==> src/hw/tape_cfg.svh <==
// Offsets, field positions, status codes and sizes of the transfer block
`ifndef TAPE_CFG_SVH
`define TAPE_CFG_SVH

`define WIN_FIRST        11'h400
`define WIN_LAST         11'h7fc
`define UNIT_WIN_BYTES   128
`define OFS_CMD          7'h00
`define OFS_STAT         7'h04

`define CMD_GO_BIT       0
`define FUNC_MSB         5
`define FUNC_LSB         1
`define STAT_FAIL_MSB    15
`define STAT_FAIL_LSB    10
`define STAT_PRESENT_BIT 8
`define STAT_INTR_MSB    5

`define CMD_WRITE_PE     6'h31
`define CMD_WRITE_GCR    6'h33
`define CMD_READ_FWD     6'h39
`define CMD_READ_REV     6'h3f
`define CMD_CHECK_FWD    6'h29
`define CMD_CHECK_REV    6'h2f
`define CMD_SENSE        6'h3b

`define INT_DONE         6'h01
`define INT_TAPE_MARK    6'h02
`define INT_BOT          6'h03
`define INT_EOT          6'h04
`define INT_WRITE_LOCK   6'h08
`define INT_REWIND_LOAD  6'h09
`define INT_FATAL        6'h0a
`define INT_BUSY         6'h0b
`define INT_NOT_AVAIL    6'h0c
`define INT_OFF_LINE     6'h0d
`define INT_NO_XPORT     6'h0e
`define INT_NOT_CAPABLE  6'h0f
`define INT_ECC          6'h12

`define FAIL_NONE        6'h00
`define FAIL_SENSE_NEW   6'h01
`define FAIL_BOT_ISSUE   6'h01
`define FAIL_BOT_MOTION  6'h02
`define FAIL_BOT_ARA     6'h03
`define FAIL_REWIND      6'h01
`define FAIL_FATAL       6'h02
`define FAIL_BUSY        6'h03
`define FAIL_NOT_AVAIL   6'h01
`define FAIL_OFF_LINE    6'h02
`define FAIL_NO_XPORT    6'h03

`define DUMP_BYTES       60
`define DUMP_WORDS       30
`define DUMP_AW          5

`endif

==> src/hw/tape_pkg.sv <==
// Types shared by the transfer command block
package tape_pkg;
  typedef enum logic [2:0] {
    ST_IDLE   = 3'b000,
    ST_CHECK  = 3'b001,
    ST_RUN    = 3'b010,
    ST_DUMP   = 3'b011,
    ST_FINISH = 3'b100
  } xfer_state_e;
  typedef logic [5:0] code_t;
endpackage

==> src/hw/status_dump_mem.sv <==
// Word store for the extended status dump, registered read port
`timescale 1ns/100ps
`include "tape_cfg.svh"
module status_dump_mem #(
  parameter int W  = 16,
  parameter int AW = `DUMP_AW
) (
  input  wire logic          clk,
  input  wire logic          rst_b,
  input  wire logic          wr_en,
  input  wire logic [AW-1:0] wr_addr,
  input  wire logic [W-1:0]  wr_data,
  input  wire logic [AW-1:0] rd_addr,
  output logic      [W-1:0]  rd_data
);
  logic [W-1:0] mem [0:(1<<AW)-1];

  always_ff @(posedge clk) begin
    if (wr_en) begin
      mem[wr_addr] <= wr_data;
    end
  end

  always_ff @(posedge clk or negedge rst_b) begin
    if (!rst_b) begin
      rd_data <= '0;
    end else begin
      rd_data <= mem[rd_addr];
    end
  end
endmodule // status_dump_mem

==> src/hw/tape_transfer_command_status.sv <==
// Transfer command interpreter and completion status of a tape formatter
`timescale 1ns/100ps
`include "tape_cfg.svh"
module tape_transfer_command_status
  import tape_pkg::*;
#(
  parameter int DUMP_WORDS = `DUMP_WORDS
) (
  input  wire logic        clk,
  input  wire logic        rst_b,
  input  wire logic [10:0] reg_addr,
  input  wire logic        reg_wr,
  input  wire logic        reg_rd,
  input  wire logic [15:0] reg_wdata,
  output logic      [15:0] reg_rdata,
  output logic             reg_ack,
  input  wire logic [2:0]  unit_plug,
  input  wire logic        formatter_present,
  input  wire logic        tape_at_bot,
  input  wire logic        tape_past_eot,
  input  wire logic        write_locked,
  input  wire logic        xport_rewinding,
  input  wire logic        xport_loading,
  input  wire logic        xport_busy_other,
  input  wire logic        xport_available,
  input  wire logic        xport_online,
  input  wire logic        xport_exists,
  input  wire logic        fatal_detect,
  input  wire logic        formatter_clear_bit,
  input  wire logic        op_finish,
  input  wire logic        tape_mark_hit,
  input  wire logic        ara_id_seen,
  input  wire logic [1:0]  not_capable_reason,
  input  wire logic [1:0]  ecc_fault,
  input  wire logic        sense_wr,
  input  wire logic [4:0]  sense_addr,
  input  wire logic [15:0] sense_data,
  output logic             op_start,
  output logic [4:0]       op_func,
  output logic             op_reverse,
  output logic             pe_mode,
  output logic             dump_valid,
  output logic [15:0]      dump_word
);
  localparam int NS = 22;

  // Two-stage synchroniser for the plug and tape status inputs, not the bus or sense-store inputs
  logic [NS-1:0] sync1;
  logic [NS-1:0] sync2;
  logic [1:0]    edge_prev;
  always_ff @(posedge clk or negedge rst_b) begin
    if (!rst_b) begin
      sync1 <= '0;
      sync2 <= '0;
    end else begin
      sync1 <= {unit_plug, formatter_present, tape_at_bot, tape_past_eot,
                write_locked, xport_rewinding, xport_loading,
                xport_busy_other, xport_available, xport_online,
                xport_exists, fatal_detect, formatter_clear_bit, op_finish,
                tape_mark_hit, ara_id_seen, not_capable_reason, ecc_fault};
      sync2 <= sync1;
    end
  end

  wire [2:0] plug_s      = sync2[21:19];
  wire       present_s   = sync2[18];
  wire       bot_s       = sync2[17];
  wire       eot_s       = sync2[16];
  wire       wlock_s     = sync2[15];
  wire       rewind_s    = sync2[14];
  wire       loading_s   = sync2[13];
  wire       busy_s      = sync2[12];
  wire       avail_s     = sync2[11];
  wire       online_s    = sync2[10];
  wire       exists_s    = sync2[9];
  wire       fatal_s     = sync2[8];
  wire       fclear_s    = sync2[7];
  wire       finish_s    = sync2[6];
  wire       tmark_s     = sync2[5];
  wire       ara_s       = sync2[4];
  wire [1:0] notcap_s    = sync2[3:2];
  wire [1:0] ecc_s       = sync2[1:0];

  always_ff @(posedge clk or negedge rst_b) begin
    if (!rst_b) begin
      edge_prev <= '0;
    end else begin
      edge_prev <= {fatal_s, finish_s};
    end
  end
  wire finish_pulse = finish_s & ~edge_prev[0];
  wire fatal_pulse  = fatal_s & ~edge_prev[1];

  function automatic logic is_write(input code_t c);
    return (c == `CMD_WRITE_PE) || (c == `CMD_WRITE_GCR);
  endfunction
  function automatic logic is_known(input code_t c);
    return is_write(c) || (c == `CMD_READ_FWD) || (c == `CMD_READ_REV) ||
           (c == `CMD_CHECK_FWD) || (c == `CMD_CHECK_REV) ||
           (c == `CMD_SENSE);
  endfunction
  function automatic logic is_reverse(input code_t c);
    return (c == `CMD_READ_REV) || (c == `CMD_CHECK_REV);
  endfunction

  // Window decode: upper half of the adapter space, unit field = plug
  wire in_space  = (reg_addr >= `WIN_FIRST) &&
                   (reg_addr <= `WIN_LAST + 11'h003);
  wire in_unit   = in_space && (reg_addr[9:7] == plug_s);
  wire hit_cmd   = in_unit && (reg_addr[6:2] == 5'(`OFS_CMD >> 2));
  wire hit_stat  = in_unit && (reg_addr[6:2] == 5'(`OFS_STAT >> 2));

  xfer_state_e state;
  xfer_state_e next_state;
  logic        go;
  code_t       cmd;
  code_t       intr_code;
  code_t       fail_code;
  logic        fatal_hold;
  logic        sense_new;
  logic        bot_at_issue;
  logic [4:0]  dump_idx;
  wire cmd_write = reg_wr && hit_cmd && !go && reg_wdata[`CMD_GO_BIT];
  // Refusal decode, highest priority first
  wire   refuse_fatal  = fatal_hold;
  wire   refuse_rewld  = rewind_s || loading_s;
  wire   refuse_busy   = busy_s;
  wire   refuse_wlock  = is_write(cmd) && wlock_s;
  wire   refuse_any    = refuse_fatal || !exists_s || !online_s ||
                         !avail_s || refuse_rewld || refuse_busy ||
                         refuse_wlock;
  // Answers are packed as {interrupt code, subcode}
  wire [11:0] refuse_pair =
      refuse_fatal ? {`INT_FATAL, `FAIL_FATAL} :
      !exists_s    ? {`INT_NO_XPORT, `FAIL_NO_XPORT} :
      !online_s    ? {`INT_OFF_LINE, `FAIL_OFF_LINE} :
      !avail_s     ? {`INT_NOT_AVAIL, `FAIL_NOT_AVAIL} :
      refuse_rewld ? {`INT_REWIND_LOAD, `FAIL_REWIND} :
      refuse_busy  ? {`INT_BUSY, `FAIL_BUSY} :
                     {`INT_WRITE_LOCK, `FAIL_NONE};
  // Completion decode
  wire code_t sense_sub = sense_new ? `FAIL_SENSE_NEW : `FAIL_NONE;
  wire   rd_fwd    = (cmd == `CMD_READ_FWD);
  wire   rd_rev    = (cmd == `CMD_READ_REV);
  wire code_t bot_sub = bot_at_issue ? `FAIL_BOT_ISSUE :
                        ara_s        ? `FAIL_BOT_ARA : `FAIL_BOT_MOTION;
  wire [11:0] done_pair =
      fatal_hold          ? {`INT_FATAL, `FAIL_FATAL} :
      (notcap_s != 2'b00) ? {`INT_NOT_CAPABLE, 4'h0, notcap_s} :
      (ecc_s != 2'b00)    ? {`INT_ECC, 4'h0, ecc_s} :
      (rd_fwd && tmark_s) ? {`INT_TAPE_MARK, sense_sub} :
      (rd_rev && bot_s)   ? {`INT_BOT, bot_sub} :
      eot_s               ? {`INT_EOT, sense_sub} :
                            {`INT_DONE, sense_sub};

  always_comb begin
    next_state = state;
    unique case (state)
      ST_IDLE:   if (cmd_write) next_state = ST_CHECK;
      ST_CHECK: begin
        if (refuse_any || !is_known(cmd)) begin
          next_state = ST_IDLE;
        end else if (cmd == `CMD_SENSE) begin
          next_state = ST_DUMP;
        end else begin
          next_state = ST_RUN;
        end
      end
      ST_RUN:    if (finish_pulse) next_state = ST_IDLE;
      ST_DUMP:   if (dump_idx == 5'(DUMP_WORDS - 1)) next_state = ST_FINISH;
      ST_FINISH: next_state = ST_IDLE;
      default:   next_state = ST_IDLE;
    endcase
  end

  wire launch    = (state == ST_CHECK) && !refuse_any && is_known(cmd);
  wire end_check = (state == ST_CHECK) && (refuse_any || !is_known(cmd));
  wire end_run   = (state == ST_RUN) && finish_pulse;
  wire end_dump  = (state == ST_FINISH);
  always_ff @(posedge clk or negedge rst_b) begin
    if (!rst_b) begin
      state <= ST_IDLE;
    end else begin
      state <= next_state;
    end
  end

  always_ff @(posedge clk or negedge rst_b) begin
    if (!rst_b) begin
      go  <= 1'b0;
      cmd <= '0;
    end else if (cmd_write) begin
      go  <= 1'b1;
      cmd <= {reg_wdata[`FUNC_MSB:`FUNC_LSB], 1'b1};
    end else if (end_check || end_run || end_dump) begin
      go  <= 1'b0;
    end
  end

  always_ff @(posedge clk or negedge rst_b) begin
    if (!rst_b) begin
      intr_code <= '0;
      fail_code <= '0;
    end else if (end_check && refuse_any) begin
      intr_code <= refuse_pair[11:6];
      fail_code <= refuse_pair[5:0];
    end else if (end_run) begin
      intr_code <= done_pair[11:6];
      fail_code <= done_pair[5:0];
    end else if (end_dump) begin
      intr_code <= `INT_DONE;
      fail_code <= `FAIL_SENSE_NEW;
    end
  end

  // Fatal and fresh-sense flags: a setting event wins over a clear
  always_ff @(posedge clk or negedge rst_b) begin
    if (!rst_b) begin
      fatal_hold   <= 1'b0;
      sense_new    <= 1'b0;
      bot_at_issue <= 1'b0;
    end else begin
      fatal_hold   <= fatal_pulse || (fatal_hold && !fclear_s);
      sense_new    <= sense_wr || (sense_new && !launch);
      if (launch) begin
        bot_at_issue <= bot_s;
      end
    end
  end

  always_ff @(posedge clk or negedge rst_b) begin
    if (!rst_b) begin
      op_start   <= 1'b0;
      op_func    <= '0;
      op_reverse <= 1'b0;
      pe_mode    <= 1'b0;
    end else begin
      op_start <= launch && (cmd != `CMD_SENSE);
      if (launch) begin
        op_func    <= cmd[`FUNC_MSB:`FUNC_LSB];
        op_reverse <= is_reverse(cmd);
        if (is_write(cmd) && bot_s) begin
          pe_mode <= (cmd == `CMD_WRITE_PE);
        end
      end
    end
  end

  // Dump walks the status store, one word per cycle
  always_ff @(posedge clk or negedge rst_b) begin
    if (!rst_b) begin
      dump_idx   <= '0;
      dump_valid <= 1'b0;
    end else begin
      dump_valid <= (state == ST_DUMP);
      dump_idx   <= (state == ST_DUMP) ? dump_idx + 5'd1 : 5'd0;
    end
  end

  status_dump_mem #(.W(16), .AW(`DUMP_AW)) u_dump_mem (
    .clk     (clk),
    .rst_b   (rst_b),
    .wr_en   (sense_wr),
    .wr_addr (sense_addr),
    .wr_data (sense_data),
    .rd_addr (dump_idx),
    .rd_data (dump_word)
  );

  wire [15:0] stat_word = {fail_code, 1'b0, present_s, 2'b00, intr_code};
  wire [15:0] cmd_word  = {10'h000, cmd[5:1], go};

  always_ff @(posedge clk or negedge rst_b) begin
    if (!rst_b) begin
      reg_rdata <= '0;
      reg_ack   <= 1'b0;
    end else begin
      reg_ack   <= (reg_rd || reg_wr) && in_unit;
      reg_rdata <= !(reg_rd && in_unit) ? 16'h0000 :
                   hit_cmd  ? cmd_word :
                   hit_stat ? stat_word : 16'h0000;
    end
  end
endmodule // tape_transfer_command_status

==> config.mk <==
export PLATFORM = sky130hd
export DESIGN_NAME = tape_transfer_command_status
export DESIGN_NICKNAME = d
export VERILOG_FILES = /design/src/hw/tape_pkg.sv /design/src/hw/status_dump_mem.sv /design/src/hw/tape_transfer_command_status.sv
export VERILOG_INCLUDE_DIRS = /design/src /design/src/hw
export SDC_FILE = /design/constraint.sdc
export NUM_CORES = 1
export LEC_CHECK = 0
export BUFFER_PORTS_ARGS = -buffer_cell sky130_fd_sc_hd__buf_4
export CORE_ASPECT_RATIO = 1.75
export CORE_MARGIN = 3
export CORE_UTILIZATION = 30
export DETAILED_ROUTE_END_ITERATION = 8
export GPL_TIMING_DRIVEN = 0
export PLACE_DENSITY_LB_ADDON = 0.25
export SKIP_LAST_GASP = 1
export SLEW_MARGIN = 20
export SYNTH_ARGS = -nofsm -noshare
export SYNTH_HDL_FRONTEND = slang
export SYNTH_SLANG_ARGS = --single-unit
==> constraint.sdc <==
create_clock -name clk -period 6.5 [get_ports clk]
set_clock_uncertainty 0.1 [all_clocks]
set_input_delay 0.325 -clock clk [delete_from_list [all_inputs] [get_ports clk]]
set_output_delay 0.325 -clock clk [all_outputs]
set_load 0.02 [all_outputs]
==> results of run 1 <==
[path summary, 6_finish.rpt]
path / to / slack, ps / start / cells past startpoint
setup / recovery: u_dump_mem.rd_data[10] / 3320 / dump_idx[3] / 5
hold / removal: u_dump_mem.mem[30][14] / 40 / sense_data[14] / 1
setup reg to reg: u_dump_mem.rd_data[10] / 3320 / dump_idx[3] / 5
hold reg to reg: sync2[9] / 250 / sync1[9] / 0
max in group asynchronous: u_dump_mem.rd_data[1] / 5280 / rst_b / 2
min in group asynchronous: sync2[19] / 350 / rst_b / 2
[per-stage QoR]
step | hold WS, ps | util [%] | power, uW | worst slack (ps)
after global routing | 32.0 | 36.7 | 8290 | 3210
after global placement | 236 | 33.1 | 4630 | 3200
after detailed placement | 235 | 33.7 | 4650 | 3320
final | 35.4 | 36.7 | 8040 | 3320
after CTS | 1.38 | 36.7 | 8120 | 3290
after floorplan | -70.6 | - | 4500 | 4330
[layer usage]
| metal | wire length, um | up-vias |
|---|---|---|
| met2 | 36900 | 363 |
| met4 | 2770 | 0 |
| met5 | 0 | - |
| met1 | 23700 | 6465 |
| met3 | 2600 | 112 |
| li1 | - | 5421 |
[area by class of cell]
type | instances | share of cell area [%]
multi-input combinational | 564 | 18.2
antenna | 1 | 0.00889
buffer | 68 | 1.15
clock buffer | 74 | 5.56
sequential | 618 | 64.0
tap | 1020 | 4.53
timing repair buffer | 161 | 5.14
inverter | 9 | 0.120
clock inverter | 27 | 1.28
[critical path: cells and delay by family (launching register included)]
family | cells | cell delay (ps)
buffers and inverters | 2 | 1310
AOI/OAI and AO/OA | 1 | 470
DFF | 1 | 460
muxes | 1 | 420
and+or+nand+nor | 1 | 240
[registers in the layout, summed over array words and instances (netlist names), 5 cells and up]
name / count
cmd: 6
dump_idx: 5
u_dump_mem.rd_data: 16
reg_rdata: 9
sync2: 22
sync1: 22
intr_code: 5
u_dump_mem.mem: 512
op_func: 5
[power groups by stage]
stage	logic (uW)	registers, uW	clock network (uW)
after global routing	224	4370	3690
after detailed placement	195	4450	0
after CTS	214	4370	3540
after floorplan	49.0	4450	0
after global placement	181	4450	0
final	209	4370	3460
[kinds of logic after synthesis]
group	synth area share, %
adder cells (fa/ha/maj)	0.107
XOR/XNOR	0.225
multiplexers	12.4
buffers and inverters	1.53
AND/OR/NAND/NOR	4.51
other	0.0160
flip-flops	77.1
AO/OA/AOI/OAI	4.10
[placed cells by master, fill, tap and decap left out, types with 30 or more instances in the layout]
master         count
a22oi_1           80
buf_4            104
clkbuf_1          44
clkbuf_16         59
dfrtp_1          106
dlygate4sd3_1     35
edfxtp_1         512
mux2i_1          133
mux4_2            64
nand2_1           33
nand3_1           44
nor2_1            30
nor2_2            30
==> metrics.txt, run 1 <==
outcome=finished clean; max_slew headroom=29.4%; initial DRC count=1051; top post-synthesis cells by count=512 x edfxtp_1, 133 x mux2i_1, 106 x dfrtp_1; sequential share of the synthesized area=77.1%; I/O Pins=117; total net switching power=approximately 1600 uW; Leakage=0.00928 uW; Switching Share=20.4%; FILL cells=7224; H-Tree Depth=2; fin. max-slew vios=0; Netlist cell types=between 50 and 60; vias=12400; Final Hold Viols=0; Area contributors post-synth=edfxtp_1 66%, dfrtp_1 11%, mux4_2 6.2%; final worst-path cycle share=between 40% and 50%; Clock Sink Count=618; multi-input logic area=5120 um2; sequential group share of total power=roughly 54%; global-route track usage on met1=between 10% and 20%; die height=375 um; Async SR Flop Fraction=17.2%; minimum clock period=3180 ps; hold buffer count at CTS=35; clk slew on worst S/H paths=70 ps; Clk Latency, worst-skew pair=650 ps; CTS buffer count=57; Crit path required time=between 6000 and 7000 ps; first-pass GRT wire length=93.6 mm; CP max-delay cell=clkbuf_1; CTS tree=done; Synth Area per Inst=~19 um2; Setup Buffers After CTS=0; fin nets=between 1500 and 2000; deepest clock path buffer count=3; Main synth FF type=edfxtp_1; CP max FO=10; area share of the largest cell type after synthesis=65.7%; vias in the first global route=~13000; Pint=6400 uW; warning count from the yosys run=0; Synth area leader=edfxtp_1; final setup fails=0; Worst Path Arrival=between 3000 and 4000 ps; area grow syn2layout=20.4%; post-CTS sizing=0; clock power share=between 40% and 50%; Seq. cell area=18000 um2; total global-route track usage=about 16%; Post-route DRC=0; Routed wire per std cell=26.0 um; Post-synth EDFFs=a little over 500; Buffers on Ports=96; Most Frequent Cell on Critical Path=clkbuf_1; Worst IR Drop VDD=0.217 mV; Peak Freq=315 MHz; Worst Tran Pin Value=1060 ps; setup_tns=0 ps; final std cells w/o fill=2542; grt peak-use layer=met2; Rows=134; met3 Use GR=2.09%; DP Area=25900 um2; CP Cell Sequence=clkbuf_1 -> clkbuf_1 -> mux4_2 -> a22oi_1 -> nand4_1; Critical Path Start Type=flop; Comb power frac=2.6%; share of cells above drive strength 1=23.5%; Mapped Area=23400 um2; Die X=217 um; Inst Count DP=2405; DP HPWL=45.2 mm; HP Class=in -> reg; power density of the placed cells=286 nW/um2; placer congestion estimate=0.853; CP endpoint kind=flop; die area=81500 um2; count of state elements after synthesis=slightly above 600; CORE AREA=76800 um2; gr ovfl total=0; met2 global-route usage=31.2%; count leader, synth=edfxtp_1; Max-cap violations=0; routed wire length=66.0 mm; synthesized instance count=1253; CP peak stage delay=690 ps; Via-to-Cell Ratio=4.86; Setup CP Type=reg -> reg; drt first pass iters=5; CTS root buf=clkbuf_16; starting density of the core=a little under a third; initial antenna violation count=0; RSZ-0062 raised after global routing=no; largest net degree at the start of global routing=between 100 and 150; DRT antenna net count=0; Final Instance Area=approximately 28000 um2
(Power assumes the default switching activity.)
==> run 2, diff against run 1 <==
ABC_AREA = 1   (was default)
clock period = 2.9 ns   (was 6.5 ns; I/O delays follow)
==> run 2 against run 1 <==
Net effect: die area up 4.2%; sequential power up 120%; via count increased by 33%; cell area grew 3.9%; total power grew 120%; critical path type unchanged; largest power group unchanged.
==> metrics.txt, run 2 <==
Netlist cell types=32 (-44%); Worst Tran Pin Value=924 ps (-135 ps); Via-to-Cell Ratio=4.96 (+2.0%); Critical R2R Capture=u_dump_mem.rd_data[12]; multi-input logic area=5530 um2 (+8.0%); Most flops, register=u_dump_mem.mem; DRT antenna net count=0 (unchanged); CTS buffer count=58 (+1.8%); CP endpoint kind=flop; Main synth FF type=edfxtp_1; post-synthesis mux area share=0.0462% (-12 points); minimum clock period=2810 ps (-369 ps); Final Hold Viols=0 (unchanged); Area contributors post-synth=edfxtp_1 63%, dfrtp_1 11%, nor2_1 6.4%; commonest non-fill, non-tap cell in the layout=edfxtp_1; Critical Path Start Type=flop; Synth area leader=edfxtp_1; drt first pass iters=6 (+1); vias in the first global route=16500 (+26%); final worst-path cycle share=96.9% (+48 points); Rows=137 (+2.2%); gr ovfl total=0 (unchanged); Hold Slack=28.0 ps (-7.44 ps); FILL cells=7798 (+7.9%); Post-route DRC=0 (unchanged); Async SR Flop Fraction=17.2% (unchanged); max_slew headroom=38.4% (+9.0 points); Simple-Gate Fraction of Synth Area=11.7% (+7.2 points); die height=383 um (+2.1%); registers with the most flip-flops=u_dump_mem.mem (512), sync1 (22), sync2 (22); initial antenna violation count=1 (+1); largest family of logic cells by synthesized area=simple AND/OR/NAND/NOR gates; CP max FO=10 (unchanged); worst r2r src=dump_idx[2]; count leader, synth=edfxtp_1; CTS root buf=clkbuf_16; deepest clock path buffer count=3 (unchanged); final setup fails=0 (unchanged); largest net degree at the start of global routing=47 (-56%); share of cells above drive strength 1=13.3% (-10 points); flop2flop setup slack=90 ps (-3230 ps); area grow syn2layout=20.0%; Worst IR Drop VDD=0.457 mV (+110%); Setup CP Type=reg -> reg; Clk Latency, worst-skew pair=640 ps (about the same); number of flip-flops in the largest register=512 (unchanged); Max-cap violations=0 (unchanged); I/O Pins=117 (unchanged); H-Tree Depth=2 (unchanged); Setup Buffers After CTS=0 (unchanged); count of state elements after synthesis=618 (unchanged); sequential share of the synthesized area=73.9% (-3.1 points); Buffers on Ports=97 (+1.0%); Routed wire per std cell=24.7 um (-5.0%); Clock Sink Count=618 (unchanged); HP Class=in -> reg; Mapped Area=24400 um2 (+4.2%); Synth Area per Inst=12.2 um2 (-34%); warning count from the yosys run=0 (unchanged); Die X=222 um (+2.0%); starting density of the core=30.4% (-0.065 points); crit path launch=dump_idx[2]; commonest non-fill, non-tap cells in the layout=512 x edfxtp_1, 384 x nor2_1, 223 x nand2_1; outcome=finished clean; Post-synth EDFFs=512 (unchanged); Crit path required time=3320 ps (-3540 ps); r2r worst-path depth=8 (+3); CP Capture Point=u_dump_mem.rd_data[12]; Worst Path Arrival=3230 ps (-310 ps); Seq. cell area=18000 um2 (unchanged); fin. max-slew vios=0 (unchanged); Post-Synth Adder-Cell Area=0.103% (-0.0044 points); xor and xnor area share after synthesis=0.0359% (-0.19 points); placer congestion estimate=0.915 (+7.3%); first-pass GRT wire length=116 mm (+24%); Peak Freq=356 MHz (+13%); DP HPWL=56.8 mm (+26%); die area=84900 um2 (+4.2%); RSZ-0062 raised after global routing=no; synthesized instance count=1994 (+59%); initial DRC count=1642 (+56%); Leakage=0.0106 uW (+14%); vias=16500 (+33%); CORE AREA=80200 um2 (+4.5%); routed wire length=81.8 mm (+24%); fin nets=2302 (+48%); clk slew on worst S/H paths=70 ps (about the same); setup_tns=0 ps (unchanged); power density of the placed cells=615 nW/um2 (+120%); Hold Startpoint=reg_wdata[0]; post-synthesis compound-gate area fraction=9.93% (+5.8 points); top post-synthesis cells by count=512 x edfxtp_1, 416 x nor2_1, 223 x nand2_1; CTS tree=done; area share of the largest cell type after synthesis=63.0% (-2.7 points); total global-route track usage=18.9% (+2.9 points)
==> run 2: changes by cell type after synthesis, moves of 64 or more <==
cell and change:
a22oi_1 -80, inv_1 +87, mux2i_1 -133, mux4_2 -64, nand2_1 +190, nor2_1 +354, o21ai_0 +212, o21ai_1 +77
==> run 2: kinds of logic after synthesis <==
logic type / after synthesis
xor+xnor: 1
mux: 1
flops: 618
other cells: 1
fa+ha+maj: 2
compound gates: 434
simple gates: 723
buf+inv: 214
==> run 2: metal layers <==
layer | up-vias | track usage (%) | routed length [um]
met5 | - | 0 | 0
met4 | 0 | 12.9 | 6590
met3 | 211 | 2.66 | 4060
met2 | 617 | 35.6 | 43200
met1 | 8157 | 19.3 | 28000
li1 | 7466 | - | -
==> run 2: layout make-up <==
type	instances	share of cell area [%]
tap	1042	4.46
buffer	113	2.25
multi-input combinational	1168	18.9
timing repair buffer	165	5.03
clock buffer	72	5.25
sequential	618	61.6
inverter	101	1.30
antenna	1	0.00855
clock inverter	37	1.18
==> run 2: what timing repair did <==
action                                  CTS  global route
pin swaps                                 1             0
endpoints found under the setup margin    1             3
hold buffers                             55             0
endpoints found under the hold margin   656             0
resized for setup                         1             4
==> run 2: how the worst min path moves through the flow <==
| stage | slack (ps) | to | depth (start not counted) |
|---|---|---|---|
| final | 30 | state[2] | 7 |
| after global routing | 50 | u_dump_mem.mem[5][10] | 3 |
| after CTS | 4 | state[2] | 7 |
| after detailed placement | 70 | u_dump_mem.rd_data[7] | 1 |
| after global placement | 160 | sync1[5] | 1 |
| after floorplan | -250 | bot_at_issue | 0 |
==> run 2: critical path: stages, from the launching register on <==
cell	delay [ps]
dfrtp_1	330
buf_2	210
buf_2	300
clkdlybuf4s15_1	720
o211ai_1	420
o211ai_1	250
nand2_1	210
nand2_1	120
inv_1	40
==> run 2: power breakdown <==
group          internal, uW  switching (uW)
registers              9760            44.2
logic                   162             356
clock network          4300            3380
total                 14200            3790
==> run 2: per-stage QoR <==
step	cell area [um2]	cells	total power [uW]	util, %	setup slack [ps]
final	29300	3317	18000	36.5	90.7
after CTS	29200	3316	18100	36.5	95.3
after global routing	29300	3316	18500	36.5	6.49
after detailed placement	26800	3152	10400	33.4	3.69
after floorplan	24400	2000	10100	-	1240
after global placement	26400	3139	10400	33.0	-2.50
